===== src/core/fspg_pkg.sv =====
// Package for the flash self-program guard: register map, fields, states
package fspg_pkg;

  // Register byte offsets (word aligned)
  localparam logic [3:0] OFF_LOCK    = 4'h0;
  localparam logic [3:0] OFF_CTRL    = 4'h4;
  localparam logic [3:0] OFF_STATUS  = 4'h8;
  localparam logic [3:0] OFF_SIZE    = 4'hC;

  // Lock register fields
  localparam int LCK_APP_LO    = 0;
  localparam int LCK_LDR_LO    = 2;
  localparam int LCK_MODE1     = 4;
  localparam int LCK_MODE2     = 5;
  localparam logic [1:0] LCK_UNPROG = 2'b11;

  // Control register fields (write one to act; CTL_VEC_LDR holds the written value)
  localparam int CTL_REENABLE  = 0;
  localparam int CTL_PAGE_LOAD = 1;
  localparam int CTL_ERASE_ALL = 2;
  localparam int CTL_VEC_LDR   = 3;

  // Status register fields
  localparam int ST_BUSY       = 0;
  localparam int ST_HALT       = 1;
  localparam int ST_ACTIVE     = 2;
  localparam int ST_DENIED     = 3;

  // Lock codes, programmed reads as 0
  localparam logic [1:0] LK_FREE  = 2'b11;
  localparam logic [1:0] LK_NOWR  = 2'b10;
  localparam logic [1:0] LK_ALL   = 2'b00;
  localparam logic [1:0] LK_NORD  = 2'b01;

  typedef enum logic [2:0] {
    FSPG_IDLE  = 3'b001,
    FSPG_CONC  = 3'b010,
    FSPG_STALL = 3'b100
  } fspg_state_e;

  // Program-store request from the core
  typedef struct packed {
    logic        valid;
    logic        erase;
    logic [15:0] page_addr;
  } fspg_store_s;

  // Table read request from the core
  typedef struct packed {
    logic        valid;
    logic [15:0] addr;
  } fspg_tread_s;

endpackage


===== src/core/fspg_guard.sv =====
// Flash self-program guard: access checks, stall and busy tracking
//
// The register offsets and register access over Avalon-MM were decided locally.
`timescale 1ns/10ps

module fspg_guard #(
  parameter logic [15:0] LDR_START_RST  = 16'hF000,
  parameter logic [15:0] STALL_START    = 16'hE000
) (
  input  wire logic               clk_sys,
  input  wire logic               srst,
  input  wire logic [3:0]         avs_address,
  input  wire logic               avs_read,
  input  wire logic               avs_write,
  input  wire logic [31:0]        avs_writedata,
  output logic [31:0]             avs_readdata,
  output logic                    avs_waitrequest,
  input  wire logic [15:0]        fetch_addr,
  input  wire fspg_pkg::fspg_store_s store_req,
  input  wire fspg_pkg::fspg_tread_s tread_req,
  input  wire logic               flash_done,
  output logic                    flash_start_ff,
  output logic                    flash_erase_ff,
  output logic [15:0]             flash_page_ff,
  output logic                    cpu_halt_ff,
  output logic                    conc_block_ff,
  output logic                    tread_ok_ff,
  output logic                    tread_deny_ff,
  output logic                    irq_suppress_ff
);

  logic [5:0]              lock_ff;
  logic [15:0]             ldr_start_ff;
  logic                    vec_ldr_ff;
  logic                    busy_ff;
  logic                    denied_ff;
  logic                    ack_ff;
  fspg_pkg::fspg_state_e   state_ff;

  function automatic logic in_ldr(input logic [15:0] a, input logic [15:0] ls);
    return a >= ls;
  endfunction

  // Loader start is clamped into the stalling region
  logic [15:0] ldr_start;
  assign ldr_start = (ldr_start_ff < STALL_START) ? STALL_START : ldr_start_ff;

  logic [1:0] app_lk;
  logic [1:0] ldr_lk;
  logic       fetch_in_ldr;
  logic       tgt_in_ldr;
  logic       tgt_stall;
  logic       wr_locked;
  logic       store_ok;
  localparam int LCK_APP_LO_W = fspg_pkg::LCK_APP_LO;
  localparam int LCK_LDR_LO_W = fspg_pkg::LCK_LDR_LO;
  assign app_lk       = lock_ff[LCK_APP_LO_W+:2];
  assign ldr_lk       = lock_ff[LCK_LDR_LO_W+:2];
  assign fetch_in_ldr = in_ldr(fetch_addr, ldr_start);
  assign tgt_in_ldr   = in_ldr(store_req.page_addr, ldr_start);
  assign tgt_stall    = store_req.page_addr >= STALL_START;
  // Mode bits 4/5 take no part in the check
  assign wr_locked    = tgt_in_ldr ? ~ldr_lk[0] : ~app_lk[0];
  assign store_ok     = store_req.valid && fetch_in_ldr && !wr_locked
                        && state_ff == fspg_pkg::FSPG_IDLE;

  // Avalon slave: one wait cycle, answer on second cycle
  logic req;
  assign req = (avs_read | avs_write) & ~ack_ff;
  always_ff @(posedge clk_sys) begin
    if (srst) begin
      ack_ff <= 1'b0;
    end else begin
      ack_ff <= req;
    end
  end
  assign avs_waitrequest = ~ack_ff;

  logic wr_hit;
  assign wr_hit = avs_write & ack_ff;

  // Lock fields: writes only clear bits; erase-all restores
  always_ff @(posedge clk_sys) begin
    if (srst) begin
      lock_ff <= 6'h3F;
    end else if (wr_hit && avs_address == fspg_pkg::OFF_CTRL
                 && avs_writedata[fspg_pkg::CTL_ERASE_ALL]) begin
      lock_ff <= 6'h3F;
    end else if (wr_hit && avs_address == fspg_pkg::OFF_LOCK) begin
      lock_ff <= lock_ff & avs_writedata[5:0];
    end
  end

  always_ff @(posedge clk_sys) begin
    if (srst) begin
      ldr_start_ff <= LDR_START_RST;
      vec_ldr_ff   <= 1'b0;
    end else if (wr_hit && avs_address == fspg_pkg::OFF_SIZE) begin
      ldr_start_ff <= avs_writedata[15:0];
    end else if (wr_hit && avs_address == fspg_pkg::OFF_CTRL) begin
      vec_ldr_ff <= avs_writedata[fspg_pkg::CTL_VEC_LDR];
    end
  end

  always_ff @(posedge clk_sys) begin
    if (srst) begin
      avs_readdata <= 32'h0000_0000;
    end else begin
      unique case (avs_address)
        fspg_pkg::OFF_LOCK:   avs_readdata <= {26'h0, lock_ff};
        fspg_pkg::OFF_CTRL:   avs_readdata <= {28'h0, vec_ldr_ff, 3'b000};
        fspg_pkg::OFF_STATUS: avs_readdata <= {28'h0, denied_ff,
                                               state_ff != fspg_pkg::FSPG_IDLE,
                                               cpu_halt_ff, busy_ff};
        fspg_pkg::OFF_SIZE:   avs_readdata <= {16'h0, ldr_start};
        default:              avs_readdata <= 32'h0000_0000;
      endcase
    end
  end

  // Operation sequencer
  always_ff @(posedge clk_sys) begin
    if (srst) begin
      state_ff       <= fspg_pkg::FSPG_IDLE;
      flash_start_ff <= 1'b0;
      flash_erase_ff <= 1'b0;
      flash_page_ff  <= 16'h0000;
      denied_ff      <= 1'b0;
    end else begin
      flash_start_ff <= 1'b0;
      if (store_req.valid && !store_ok) begin
        denied_ff <= 1'b1;
      end else if (wr_hit && avs_address == fspg_pkg::OFF_STATUS) begin
        denied_ff <= 1'b0;
      end
      unique case (state_ff)
        fspg_pkg::FSPG_IDLE: begin
          if (store_ok) begin
            flash_start_ff <= 1'b1;
            flash_erase_ff <= store_req.erase;
            flash_page_ff  <= store_req.page_addr;
            state_ff <= tgt_stall ? fspg_pkg::FSPG_STALL : fspg_pkg::FSPG_CONC;
          end
        end
        fspg_pkg::FSPG_CONC: if (flash_done) state_ff <= fspg_pkg::FSPG_IDLE;
        fspg_pkg::FSPG_STALL: if (flash_done) state_ff <= fspg_pkg::FSPG_IDLE;
        default: state_ff <= fspg_pkg::FSPG_IDLE;
      endcase
    end
  end

  // Halt follows the stalling state, released on done
  always_ff @(posedge clk_sys) begin
    if (srst) begin
      cpu_halt_ff <= 1'b0;
    end else if (store_ok && tgt_stall) begin
      cpu_halt_ff <= 1'b1;
    end else if (flash_done) begin
      cpu_halt_ff <= 1'b0;
    end
  end

  // Busy flag: set wins over clear; re-enable ignored while operating
  logic clr_busy;
  assign clr_busy = wr_hit && avs_address == fspg_pkg::OFF_CTRL
                    && (avs_writedata[fspg_pkg::CTL_PAGE_LOAD]
                        || (avs_writedata[fspg_pkg::CTL_REENABLE]
                            && state_ff == fspg_pkg::FSPG_IDLE));
  always_ff @(posedge clk_sys) begin
    if (srst) begin
      busy_ff <= 1'b0;
    end else if (store_ok && !tgt_stall) begin
      busy_ff <= 1'b1;
    end else if (clr_busy) begin
      busy_ff <= 1'b0;
    end
  end

  // Concurrent region blocked while any operation runs or busy stands
  always_ff @(posedge clk_sys) begin
    if (srst) begin
      conc_block_ff <= 1'b0;
    end else begin
      conc_block_ff <= busy_ff || (state_ff != fspg_pkg::FSPG_IDLE)
                       || store_ok;
    end
  end

  // Table read checks, registered one cycle
  logic t_ldr;
  logic t_deny;
  assign t_ldr  = in_ldr(tread_req.addr, ldr_start);
  assign t_deny = (t_ldr && !fetch_in_ldr && !ldr_lk[1])
                  || (!t_ldr && fetch_in_ldr && !app_lk[1])
                  || (tread_req.addr < STALL_START && conc_block_ff);
  always_ff @(posedge clk_sys) begin
    if (srst) begin
      tread_ok_ff   <= 1'b0;
      tread_deny_ff <= 1'b0;
    end else begin
      tread_ok_ff   <= tread_req.valid && !t_deny;
      tread_deny_ff <= tread_req.valid && t_deny;
    end
  end

  // Interrupt suppression by lock fields and vector placement
  always_ff @(posedge clk_sys) begin
    if (srst) begin
      irq_suppress_ff <= 1'b0;
    end else begin
      irq_suppress_ff <= (vec_ldr_ff && !fetch_in_ldr && !app_lk[1])
                         || (!vec_ldr_ff && fetch_in_ldr && !ldr_lk[1]);
    end
  end

  a_store_from_app: assert property (@(posedge clk_sys) disable iff (srst)
    store_req.valid && !fetch_in_ldr |=> !flash_start_ff)
    else $error("store from application started an operation");
  a_stall_halts: assert property (@(posedge clk_sys) disable iff (srst)
    store_ok && tgt_stall |=> cpu_halt_ff throughout (!flash_done)[*1])
    else $error("stalling operation did not halt core");
  a_conc_no_halt: assert property (@(posedge clk_sys) disable iff (srst)
    state_ff == fspg_pkg::FSPG_CONC |-> !cpu_halt_ff)
    else $error("concurrent operation halted core");
  a_halt_release: assert property (@(posedge clk_sys) disable iff (srst)
    cpu_halt_ff && flash_done |=> !cpu_halt_ff)
    else $error("halt not released on done");
  a_busy_set: assert property (@(posedge clk_sys) disable iff (srst)
    store_ok && !tgt_stall |=> busy_ff ##1 conc_block_ff)
    else $error("busy not set on concurrent operation");
  a_busy_read: assert property (@(posedge clk_sys) disable iff (srst)
    ack_ff && avs_read && avs_address == fspg_pkg::OFF_STATUS
    |=> avs_readdata[0] == $past(busy_ff))
    else $error("busy flag misread");
  a_app_nowrite: assert property (@(posedge clk_sys) disable iff (srst)
    store_req.valid && !tgt_in_ldr && !app_lk[0] |=> !flash_start_ff)
    else $error("locked application write started");
  a_ldr_noread: assert property (@(posedge clk_sys) disable iff (srst)
    tread_req.valid && t_ldr && !fetch_in_ldr && !ldr_lk[1] |=> tread_deny_ff)
    else $error("locked loader table read allowed");
  a_lock_sticky: assert property (@(posedge clk_sys) disable iff (srst)
    !(wr_hit && avs_address == fspg_pkg::OFF_CTRL) |=> (lock_ff & ~$past(lock_ff)) == 6'h00)
    else $error("lock bit unprogrammed without erase");

  // Store path
  a_ldr_any_page: assert property (@(posedge clk_sys) disable iff (srst)
    store_ok && tgt_in_ldr |=> flash_start_ff && flash_page_ff == $past(store_req.page_addr))
    else $error("loader page store not started");
  a_store_class: assert property (@(posedge clk_sys) disable iff (srst)
    store_ok |=> (state_ff == fspg_pkg::FSPG_STALL) == $past(tgt_stall))
    else $error("operation class does not follow target page");
  a_conc_op_runs: assert property (@(posedge clk_sys) disable iff (srst)
    store_ok && !tgt_stall |=> !cpu_halt_ff)
    else $error("concurrent operation stalled core");
  a_one_op: assert property (@(posedge clk_sys) disable iff (srst)
    state_ff != fspg_pkg::FSPG_IDLE |=> !flash_start_ff)
    else $error("second operation started while busy");
  a_start_pulse: assert property (@(posedge clk_sys) disable iff (srst)
    flash_start_ff |=> !flash_start_ff)
    else $error("start longer than one cycle");
  a_denied_set: assert property (@(posedge clk_sys) disable iff (srst)
    store_req.valid && !store_ok |=> denied_ff)
    else $error("refused store not flagged");
  a_halt_hold: assert property (@(posedge clk_sys) disable iff (srst)
    cpu_halt_ff && !flash_done |=> cpu_halt_ff)
    else $error("halt dropped before done");

  // Concurrent region blocking, busy flag, erase-all and bus answer
  a_conc_blocked: assert property (@(posedge clk_sys) disable iff (srst)
    state_ff != fspg_pkg::FSPG_IDLE |=> conc_block_ff)
    else $error("concurrent region readable during operation");
  a_conc_read_deny: assert property (@(posedge clk_sys) disable iff (srst)
    tread_req.valid && tread_req.addr < STALL_START && conc_block_ff |=> tread_deny_ff)
    else $error("blocked concurrent region read allowed");
  a_stall_readable: assert property (@(posedge clk_sys) disable iff (srst)
    state_ff == fspg_pkg::FSPG_CONC && tread_req.valid && tread_req.addr >= STALL_START
    && t_ldr == fetch_in_ldr |=> tread_ok_ff)
    else $error("stalling region unreadable during concurrent operation");
  a_ldr_in_stall: assert property (@(posedge clk_sys) disable iff (srst)
    ldr_start >= STALL_START)
    else $error("loader region outside stalling region");
  a_busy_blocks: assert property (@(posedge clk_sys) disable iff (srst)
    busy_ff |=> conc_block_ff)
    else $error("busy set but region readable");
  a_busy_clear_load: assert property (@(posedge clk_sys) disable iff (srst)
    wr_hit && avs_address == fspg_pkg::OFF_CTRL && avs_writedata[fspg_pkg::CTL_PAGE_LOAD]
    && !store_ok |=> !busy_ff)
    else $error("page load did not clear busy");
  a_busy_hold: assert property (@(posedge clk_sys) disable iff (srst)
    busy_ff && state_ff != fspg_pkg::FSPG_IDLE && !store_ok
    && !(wr_hit && avs_writedata[fspg_pkg::CTL_PAGE_LOAD]) |=> busy_ff)
    else $error("busy cleared while operating");
  a_erase_all: assert property (@(posedge clk_sys) disable iff (srst)
    wr_hit && avs_address == fspg_pkg::OFF_CTRL && avs_writedata[fspg_pkg::CTL_ERASE_ALL]
    |=> lock_ff == 6'h3F)
    else $error("erase-all did not restore locks");
  a_ack_pulse: assert property (@(posedge clk_sys) disable iff (srst)
    ack_ff |=> !ack_ff)
    else $error("bus answer longer than one cycle");

  // Lock field modes
  a_modes_ignored: assert property (@(posedge clk_sys) disable iff (srst)
    store_req.valid && fetch_in_ldr && state_ff == fspg_pkg::FSPG_IDLE
    && (tgt_in_ldr ? ldr_lk[0] : app_lk[0]) |=> flash_start_ff)
    else $error("unlocked store refused");
  a_app_free_write: assert property (@(posedge clk_sys) disable iff (srst)
    store_req.valid && fetch_in_ldr && !tgt_in_ldr && app_lk == fspg_pkg::LK_FREE
    && state_ff == fspg_pkg::FSPG_IDLE |=> flash_start_ff)
    else $error("free application write refused");
  a_free_read: assert property (@(posedge clk_sys) disable iff (srst)
    tread_req.valid && app_lk == fspg_pkg::LK_FREE && ldr_lk == fspg_pkg::LK_FREE
    && !conc_block_ff |=> tread_ok_ff)
    else $error("free table read refused");
  a_app_nowr_read: assert property (@(posedge clk_sys) disable iff (srst)
    tread_req.valid && !t_ldr && fetch_in_ldr && app_lk == fspg_pkg::LK_NOWR
    && !conc_block_ff |=> tread_ok_ff)
    else $error("application read refused under write lock");
  a_app_all_read: assert property (@(posedge clk_sys) disable iff (srst)
    tread_req.valid && !t_ldr && fetch_in_ldr && app_lk == fspg_pkg::LK_ALL
    |=> tread_deny_ff)
    else $error("locked application read allowed");
  a_app_nord_read: assert property (@(posedge clk_sys) disable iff (srst)
    tread_req.valid && !t_ldr && fetch_in_ldr && app_lk == fspg_pkg::LK_NORD
    |=> tread_deny_ff)
    else $error("read-locked application read allowed");
  a_app_nord_write: assert property (@(posedge clk_sys) disable iff (srst)
    store_req.valid && fetch_in_ldr && !tgt_in_ldr && app_lk == fspg_pkg::LK_NORD
    && state_ff == fspg_pkg::FSPG_IDLE |=> flash_start_ff)
    else $error("read-locked application write refused");
  a_ldr_nowr_write: assert property (@(posedge clk_sys) disable iff (srst)
    store_req.valid && tgt_in_ldr && ldr_lk == fspg_pkg::LK_NOWR |=> !flash_start_ff)
    else $error("write-locked loader write started");
  a_ldr_all_write: assert property (@(posedge clk_sys) disable iff (srst)
    store_req.valid && tgt_in_ldr && ldr_lk == fspg_pkg::LK_ALL |=> !flash_start_ff)
    else $error("locked loader write started");
  a_ldr_nord_read: assert property (@(posedge clk_sys) disable iff (srst)
    tread_req.valid && t_ldr && !fetch_in_ldr && ldr_lk == fspg_pkg::LK_NORD
    |=> tread_deny_ff)
    else $error("read-locked loader read allowed");
  a_ldr_nord_write: assert property (@(posedge clk_sys) disable iff (srst)
    store_req.valid && fetch_in_ldr && tgt_in_ldr && ldr_lk == fspg_pkg::LK_NORD
    && state_ff == fspg_pkg::FSPG_IDLE |=> flash_start_ff)
    else $error("read-locked loader write refused");

  // Interrupt suppression
  a_irq_app: assert property (@(posedge clk_sys) disable iff (srst)
    vec_ldr_ff && !fetch_in_ldr && !app_lk[1] |=> irq_suppress_ff)
    else $error("interrupts not suppressed in application");
  a_irq_ldr: assert property (@(posedge clk_sys) disable iff (srst)
    !vec_ldr_ff && fetch_in_ldr && !ldr_lk[1] |=> irq_suppress_ff)
    else $error("interrupts not suppressed in loader");
  a_irq_own: assert property (@(posedge clk_sys) disable iff (srst)
    vec_ldr_ff && fetch_in_ldr |=> !irq_suppress_ff)
    else $error("interrupts suppressed beside own vectors");

  c_conc_op:  cover property (@(posedge clk_sys) state_ff == fspg_pkg::FSPG_CONC ##1 flash_done);
  c_stall_op: cover property (@(posedge clk_sys) state_ff == fspg_pkg::FSPG_STALL);
  c_denied:   cover property (@(posedge clk_sys) tread_deny_ff);
  c_irq_sup:  cover property (@(posedge clk_sys) irq_suppress_ff);
  c_busy_clr: cover property (@(posedge clk_sys) busy_ff ##1 !busy_ff);

endmodule // fspg_guard


===== config.mk =====
export PLATFORM = sky130hd
export DESIGN_NAME = fspg_guard
export DESIGN_NICKNAME = d
export VERILOG_FILES = /design/src/core/fspg_pkg.sv /design/src/core/fspg_guard.sv
export SDC_FILE = /design/constraint.sdc
export NUM_CORES = 1
export LEC_CHECK = 0
export BUFFER_PORTS_ARGS = -buffer_cell sky130_fd_sc_hd__clkbuf_2
export CAP_MARGIN = 20
export CORE_MARGIN = 2
export CORE_UTILIZATION = 53
export CTS_CLUSTER_SIZE = 12
export DETAILED_ROUTE_END_ITERATION = 16
export GPL_ROUTABILITY_DRIVEN = 0
export PLACE_DENSITY = 0.86
export SLEW_MARGIN = 20
export SYNTH_ARGS = -nofsm -noshare
export SYNTH_HDL_FRONTEND = slang
export SYNTH_SLANG_ARGS = --single-unit

===== constraint.sdc =====
create_clock -name clk_sys -period 4.9 [get_ports clk_sys]
set_input_delay 0.245 -clock clk_sys [delete_from_list [all_inputs] [get_ports clk_sys]]
set_output_delay 0.245 -clock clk_sys [all_outputs]
set_load 0.05 [all_outputs]

==> Word level (Yosys, flattened, before mapping) <==
Cells that the tools add are included.
{ "totals": {"register_bits": 84, "wordCells": 103} }
{ "classes": {"n_lt_le_gt_ge": 6, "eq_ne": 9, "n_mux": 14, "bitwise": 9, "n_reduce_logical": 49} }
{ "ops": {"columns": ["cell", "n"], "rows": [
  ["16-bit case mux with 4 select lines", 1],
  ["16-bit >= comparator", 3],
  ["16-bit < comparator, second input constant", 2],
  ["1-bit logical AND", 24],
  ["16-bit >= comparator, second input constant", 1],
  ["16-bit two-way mux", 1],
  ["1-bit logical NOT", 9],
  ["3-bit two-way mux", 3],
  ["4-bit == test, second input constant", 2],
  ["1-bit two-way mux", 8],
  ["6-bit bitwise AND", 1],
  ["1-bit logical OR", 6],
  ["3-bit case mux with 2 select lines", 1],
  ["2-bit AND reduction", 3],
  ["2-bit nonzero test", 3],
  ["2-bit OR reduction", 3],
  ["1-bit NOT", 5],
  ["4-bit by 3-bit == test with 1-bit output, second input constant", 1],
  ["4-bit logical NOT", 1],
  ["3-bit by 1-bit == test with 1-bit output, second input constant", 1],
  ["3-bit by 2-bit == test with 1-bit output, second input constant", 1],
  ["3-bit == test, second input constant", 1],
  ["3-bit by 1-bit != test with 1-bit output, second input constant", 1],
  ["1-bit bitwise AND", 2],
  ["3 further kinds", 3]
]} }

==> Longest topological paths before layout <==
Gate-level depths: netlist of run 1.
{ "depth": {"depth_word": 10, "depth_mapped": 12} }

==> Worst setup path before layout of run 1 <==
Ideal clock, no wire load.
{ "synth_timing": {"kind": "flip-flop to flip-flop", "startpoint": "register ldr_start_ff[14]", "endpoint": "register state_ff[2]", "setup_ns": 0.117, "t_arrival_ns": 2.678, "required_time_ns": 4.783, "setup_slack_ns": 2.106, "path_stages_with_launch": 13, "period_less_slack_ns": 2.794, "cell_sequence": "dfxtp_1 -> and3_1 -> clkbuf_1 -> nand2_1 -> ha_1 -> a21o_1 -> a221oi_1 -> o21ai_0 -> a31oi_1 -> mux2i_1 -> nor3_2 -> buf_6 -> a22o_1"} }
{ "synth_via": {"elab_chain_cells": 9} }
{ "synth_lines": {"columns": ["element", "line_no", "rtl"], "rows": [
  ["from (decl)", "fspg_guard.sv:33", "logic [15:0] ldr_start_ff;"],
  ["from (signal assigned)", "fspg_guard.sv:99", "ldr_start_ff <= avs_writedata[15:0];"],
  ["16-bit < comparator", "fspg_guard.sv:46", "assign ldr_start = (ldr_start_ff < STALL_START) ? STALL_START : ldr_start_ff;"],
  ["16-bit two-way mux (*)", "fspg_guard.sv:46", null],
  ["16-bit >= comparator", "fspg_guard.sv:41", "return a >= ls;"],
  ["1-bit two-way mux", "fspg_guard.sv:63", "assign wr_locked = tgt_in_ldr ? ~ldr_lk[0] : ~app_lk[0];"],
  ["1-bit logical NOT", "fspg_guard.sv:64", "assign store_ok = store_req.valid && fetch_in_ldr && !wr_locked"],
  ["1-bit logical AND (*)", "fspg_guard.sv:64", null],
  ["1-bit logical AND (*)", "fspg_guard.sv:65", "&& state_ff == fspg_pkg::FSPG_IDLE;"],
  ["2-bit != test (no source line) (*)", null, null],
  ["2-bit AND reduction (no source line) (*)", null, null],
  ["to (signal assigned)", "fspg_guard.sv:124", "state_ff <= fspg_pkg::FSPG_IDLE;"],
  ["to (signal assigned)", "fspg_guard.sv:142", "state_ff <= tgt_stall ? fspg_pkg::FSPG_STALL : fspg_pkg::FSPG_CONC;"],
  ["to (signal assigned)", "fspg_guard.sv:145", "fspg_pkg::FSPG_CONC: if (flash_done) state_ff <= fspg_pkg::FSPG_IDLE;"],
  ["to (decl)", "fspg_guard.sv:38", "fspg_pkg::fspg_state_e state_ff;"]
]} }
Mark *: on every way between the ends. The rest lies on a longest branch, timed or not.
A chain may end at the register's enable or synchronous reset.

==> Worst setup path after layout of run 1 <==
{ "layout_timing": {"startpoint": "register ldr_start_ff[15]", "endpoint": "register state_ff[2]"} }
The elaborated chain is that of the path after synthesis.

==> summary.txt, run 1 <==
Run status
  • Outcome: finished, final reports clean

Logic synthesis
  • Cell Area, Synth: 3772 um^2
  • Post-Synth Simple-Gate Area: 22.72%
  • EDFF count, synth: 0
  • Leading area contributor after synthesis: dfxtp_1
  • Largest family of logic cells by synthesized area: simple AND/OR/NAND/NOR gates
  • Top cell type's share of synthesized area: 36.09%
  • #FFs+latches synth: 68
  • Sequential area share after synthesis: 36.09%
  • Count leader, synth: dfxtp_1
  • Post-Synth XOR/XNOR Area: 0.2322%
  • Synth Area in Compound Gates: 13.90%
  • Synth Area in Adders: 15.26%
  • Most frequent cells after synthesis: 68 x dfxtp_1, 61 x nand2_1, 46 x ha_1
  • Synthesized instance count: 426
  • Synth async-reset ratio: 0%
  • Top FF cell, synth: dfxtp_1
  • Mux cell area share after synthesis: 5.340%
  • Library cells used by synthesis: 49
  • Mean Syn Cell Area: 8.855 um^2
  • Synth area leaders: dfxtp_1 36%, ha_1 15%, nand2_1 6.1%, nand2b_1 6.0%, mux2i_1 5.0%
  • Yosys warns: 0

Timing
  • Final Setup Violations: 0
  • Tmin final: 3.479 ns
  • Pins Over Slew Limit: 0
  • Fmax: 0.2874 GHz
  • Worst slew margin: 32.00%
  • Final Cycle Share: 71.00%
  • Final hold vios: 0
  • RSZ-0062 raised after global routing: false
  • Worst slew pin tran: 1.016 ns
  • Setup_tns: 0 ns
  • Worst Skew: 0.01228 ns

Clock tree
  • CTS tree: built
  • CTS Buf Count: 9
  • Post-CTS Setup Bufs: 0
  • CTS Hold Bufs: 0
  • Gates resized, CTS repair: 0
  • Clk slew on worst S/H paths: 0.08 ns
  • CTS Sinks: 68
  • CTS HTree Levels: 3
  • CTS Buffer Depth: 2
  • Clk_lat worst skew: 0.35 ns
  • Clk root buf: clkbuf_8

Floorplanning
  • Die width: 88.37 um
  • Core area: 6832 um^2
  • I/O pin count: 148
  • Initial Util: 55.22%
  • FP Rows: 30
  • Die Y-Extent: 88.37 um
  • DIE AREA: 7808 um^2

Finish
  • Multi-input gate area: 2260 um^2
  • Share of cells above drive strength 1: 25.91%
  • Fill cells: 593
  • ANT cells: 0
  • Synth-to-Final Area Change: 21.82%
  • Final core utilization: 67.27%
  • Final instance area: 4596 um^2
  • Nets: 681
  • FF/Latch Area: 1361 um^2

Global route
  • Global-route wire length before repair: 13720 um
  • Total track usage: 22.77%
  • Grt ovf: 0
  • Vias in the first global route: 3083
  • Pin count of the biggest net entering global routing: 66
  • Initial antenna violation count: 0

Worst setup path
  • Max FO, Critical Path: 21
  • Crit end category: flip-flop
  • Req. time, crit path: 5.14 ns
  • Setup crit start kind: flip-flop
  • Crit Path Class: reg2reg
  • Arrival time worst endpoint: 3.72 ns

Min path
  • Hold Crit Class: in2reg

Power
  • Pwr Density: 291.1 nW/um^2
  • Max VDD drop: 0.1665 mV
  • Leakage: 2.180 nW

Drt
  • DRC viols: 0
  • Antenna Nets Post-Route: 0
  • DR WL/cell: 13.99 um
  • Final WL: 9010 um
  • Iter 0 DRT Violations: 101
  • DRT Pass-1 Iters: 4
  • Via Count: 3363
  • Drt via density: 5.222

Flow run
  • Maxcap violations: 0

Placed design
  • Area after DPL: 4373 um^2
  • Port Buffers: 115
  • Detailed Place HPWL: 7164 um
area by class of cell:
type                            count  area share (%)
Multi-Input combinational cell    336           49.17
Sequential cell                    68           29.62
Timing Repair Buffer              117           12.85
Clock buffer                        9           2.695
Tap cell                           96           2.614
Clock inverter                      7           2.151
Inverter                           11          0.8984
logic make-up (layout without fill, tap and decap cells):
group | after synthesis | count (layout)
compound gates | 80 | 80
mux | 20 | 20
simple gates | 166 | 166
buf+inv | 44 | 144
xor+xnor | 1 | 1
other cells | 1 | 23
flops | 68 | 68
fa+ha+maj | 46 | 46
worst max-delay path, stage by stage (launching register included):
cell	delay [ns]
dfxtp_1	0.33
and3_1	0.56
and2_1	0.32
ha_1	0.26
nand2b_4	0.14
a2111oi_4	0.34
o31ai_1	0.11
a31oi_1	0.27
mux2i_1	0.48
nor3_4	0.08
buf_4	0.25
a22o_1	0.22
placed cells by master, fill, tap and decap left out, drive strengths merged, types with 3 or more instances in the layout:
cell type    n
nor3         4
a22oi        5
nand4        4
a21oi       27
nand2b      37
nor2        23
nor3b        3
conb        23
o211ai       3
and4         3
nand3b       4
o21ai       15
a21o        12
mux2i       19
clkinv       3
and3         9
clkbuf     124
inv         12
nand3        6
nand2       61
or3          3
dfxtp       68
ha          46
where the power goes:
group	internal (mW)	total (mW)	switching [mW]
sequential	0.570	0.579	0.00924
combinational	0.0848	0.246	0.161
clock	0.289	0.513	0.224
total	0.943	1.34	0.394
per-layer routing:
metal | vias to the layer above | track usage [%] | routed length (um)
met5 | - | 0 | 0
met4 | 0 | 12.53 | 341
met3 | 27 | 5.504 | 588
met2 | 122 | 37.46 | 4172
met1 | 1529 | 27.38 | 3906
li1 | 1685 | - | -
sequential cells by signal, summed over array words and instances (netlist names):
| name | flops |
|---|---|
| avs_readdata | 16 |
| flash_page_ff | 16 |
| ldr_start_ff | 16 |
| lock_ff | 6 |
| state_ff | 3 |
| ack_ff | 1 |
| busy_ff | 1 |
| conc_block_ff | 1 |
| cpu_halt_ff | 1 |
| denied_ff | 1 |
| flash_erase_ff | 1 |
| flash_start_ff | 1 |
| irq_suppress_ff | 1 |
| tread_deny_ff | 1 |
| tread_ok_ff | 1 |
| vec_ldr_ff | 1 |
stage by stage:
step                cells  hold slack [ns]  setup slack (ns)  power (mW)
finish                644           0.1043             1.421       1.338
global route          644           0.1139             1.131       1.389
CTS                   644           0.1002             1.423       1.340
detailed placement    628           0.4525             1.466      0.8358
global placement      628           0.4427             1.515      0.8277
floorplan             448           0.3692             2.106      0.7741
path summary, 6_finish.rpt:
path | startpoint | end | slack [ns] | depth (start not counted)
hold reg to reg | ldr_start_ff[13] | ldr_start_ff[13] | 0.47 | 2
setup reg to reg | ldr_start_ff[15] | state_ff[2] | 1.42 | 11
setup / recovery | ldr_start_ff[15] | state_ff[2] | 1.42 | 11
hold / removal | avs_writedata[13] | ldr_start_ff[13] | 0.10 | 3
(Power assumes the default switching activity.)
==> run 2: changes to the inputs <==
CORE_UTILIZATION = 49   (was 53)
PLACE_DENSITY = 0.8   (was 0.86)
clock period = 3.44 ns   (was 4.9 ns; I/O delays follow)
==> summary.txt, run 2 (same netlist as run 1, synthesis figures left out) <==
Run status
  • Outcome: finished, final reports clean

Global route
  • Grt ovf: 0
  • Initial antenna violation count: 0
  • Total track usage: 22.09%
  • Global-route wire length before repair: 14710 um
  • Vias in the first global route: 3275
  • Pin count of the biggest net entering global routing: 65

Worst setup path
  • Arrival time worst endpoint: 3.46 ns
  • Setup crit start kind: flip-flop
  • Crit Path Class: reg2reg
  • Crit end category: flip-flop
  • Req. time, crit path: 3.68 ns
  • Max FO, Critical Path: 20

Clock tree
  • CTS Buffer Depth: 2
  • CTS Sinks: 68
  • CTS tree: built
  • Clk root buf: clkbuf_8
  • Clk_lat worst skew: 0.35 ns
  • CTS HTree Levels: 3
  • CTS Hold Bufs: 0
  • Post-CTS Setup Bufs: 0
  • Gates resized, CTS repair: 0
  • Clk slew on worst S/H paths: 0.07 ns
  • CTS Buf Count: 9

Finish
  • Commonest non-fill, non-tap cell in the layout: clkbuf_2
  • Synth-to-Final Area Change: 22.79%
  • Share of cells above drive strength 1: 26.32%
  • ANT cells: 0
  • Largest regs: avs_readdata (16), flash_page_ff (16), ldr_start_ff (16)
  • Non-Filler Instances: 650
  • Most frequent cells in the layout: 115 x clkbuf_2, 68 x dfxtp_1, 61 x nand2_1
  • Nets: 684

Floorplanning
  • DIE AREA: 8416 um^2
  • I/O pin count: 148
  • Die width: 91.74 um
  • FP Rows: 31
  • Core area: 7370 um^2
  • Initial Util: 51.19%
  • Die Y-Extent: 91.74 um

Placed design
  • Dpl ws: 0.2823 ns
  • Detailed Place HPWL: 7435 um
  • Placed Cells: 634
  • Port Buffers: 115

Drt
  • DRC viols: 0
  • Via Count: 3408
  • Drt via density: 5.243
  • DR WL/cell: 14.40 um
  • Final WL: 9363 um
  • Antenna Nets Post-Route: 0
  • DRT Pass-1 Iters: 4
  • Iter 0 DRT Violations: 113

Timing
  • Fmax: 0.3110 GHz
  • Worst Skew: 0.008065 ns
  • Worst Slack Setup Final: 0.2248 ns
  • Worst slew margin: 35.57%
  • RSZ-0062 raised after global routing: false
  • Final Cycle Share: 93.46%
  • Tmin final: 3.215 ns
  • Setup_tns: 0 ns
  • Final hold vios: 0
  • Worst slew pin tran: 0.9629 ns
  • Pins Over Slew Limit: 0
  • Final Setup Violations: 0

Power
  • Leakage: 2.199 nW
  • Max VDD drop: 0.2094 mV
  • Pwr Density: 419.3 nW/um^2
  • Final Power: 1.942 mW

Min path
  • Hold Crit Class: in2reg

Flow run
  • Maxcap violations: 0
-- run 2: per-layer routing --
metal  global-route usage [%]  vias up  routed length [um]  part of all wire [%]
met5                        0        -                   0                     0
met4                    10.32        0                 291                   3.1
met3                    5.423       26                 582                   6.2
met2                    37.87      117                4457                    48
met1                    25.92     1573                4031                    43
li1                         -     1692                   -                     -
-- run 2: power by group --
part | internal [mW] | switching (mW) | total [mW]
Combinational | 0.123 | 0.231 | 0.354
Clock | 0.449 | 0.313 | 0.762
Sequential | 0.812 | 0.0138 | 0.825
Total | 1.38 | 0.558 | 1.94
-- run 2: area by class of cell --
| type | instances | area [um^2] |
|---|---|---|
| fill | 658 | 2738 |
| multi-input combinational | 336 | 2260 |
| sequential | 68 | 1361 |
| timing repair buffer | 120 | 613.1 |
| clock buffer | 11 | 151.4 |
| tap | 99 | 123.9 |
| clock inverter | 5 | 81.33 |
| inverter | 11 | 41.29 |
-- run 2: worst paths after layout --
path | depth (start not counted) | slack (ns) | start | endpoint
max | 12 | 0.22 | ldr_start_ff[14] | state_ff[2]
min | 3 | 0.04 | avs_writedata[12] | ldr_start_ff[12]
max reg2reg | 12 | 0.22 | ldr_start_ff[14] | state_ff[2]
min reg2reg | 2 | 0.47 | lock_ff[4] | lock_ff[4]
-- run 2: worst max-delay path, cell delays in order, from the launching register on --
cell	delay (ns)
dfxtp_1	0.33
and3_1	0.15
buf_4	0.19
and2_1	0.26
ha_1	0.27
nand2b_4	0.15
a2111oi_4	0.33
o31ai_1	0.12
a31oi_1	0.28
mux2i_1	0.49
nor3_4	0.08
buf_4	0.25
a22o_1	0.23
-- run 2: per-stage QoR --
stage / area (um^2) / hold WS [ns] / util, %
after detailed placement: 4399 / 0.3947 / 59.69
after global placement: 4399 / 0.3861 / 59.69
after CTS: 4632 / 0.03027 / 62.85
after floorplan: 3855 / 0.2962 / -
after global routing: 4632 / 0.04158 / 62.85
final: 4632 / 0.04285 / 62.85
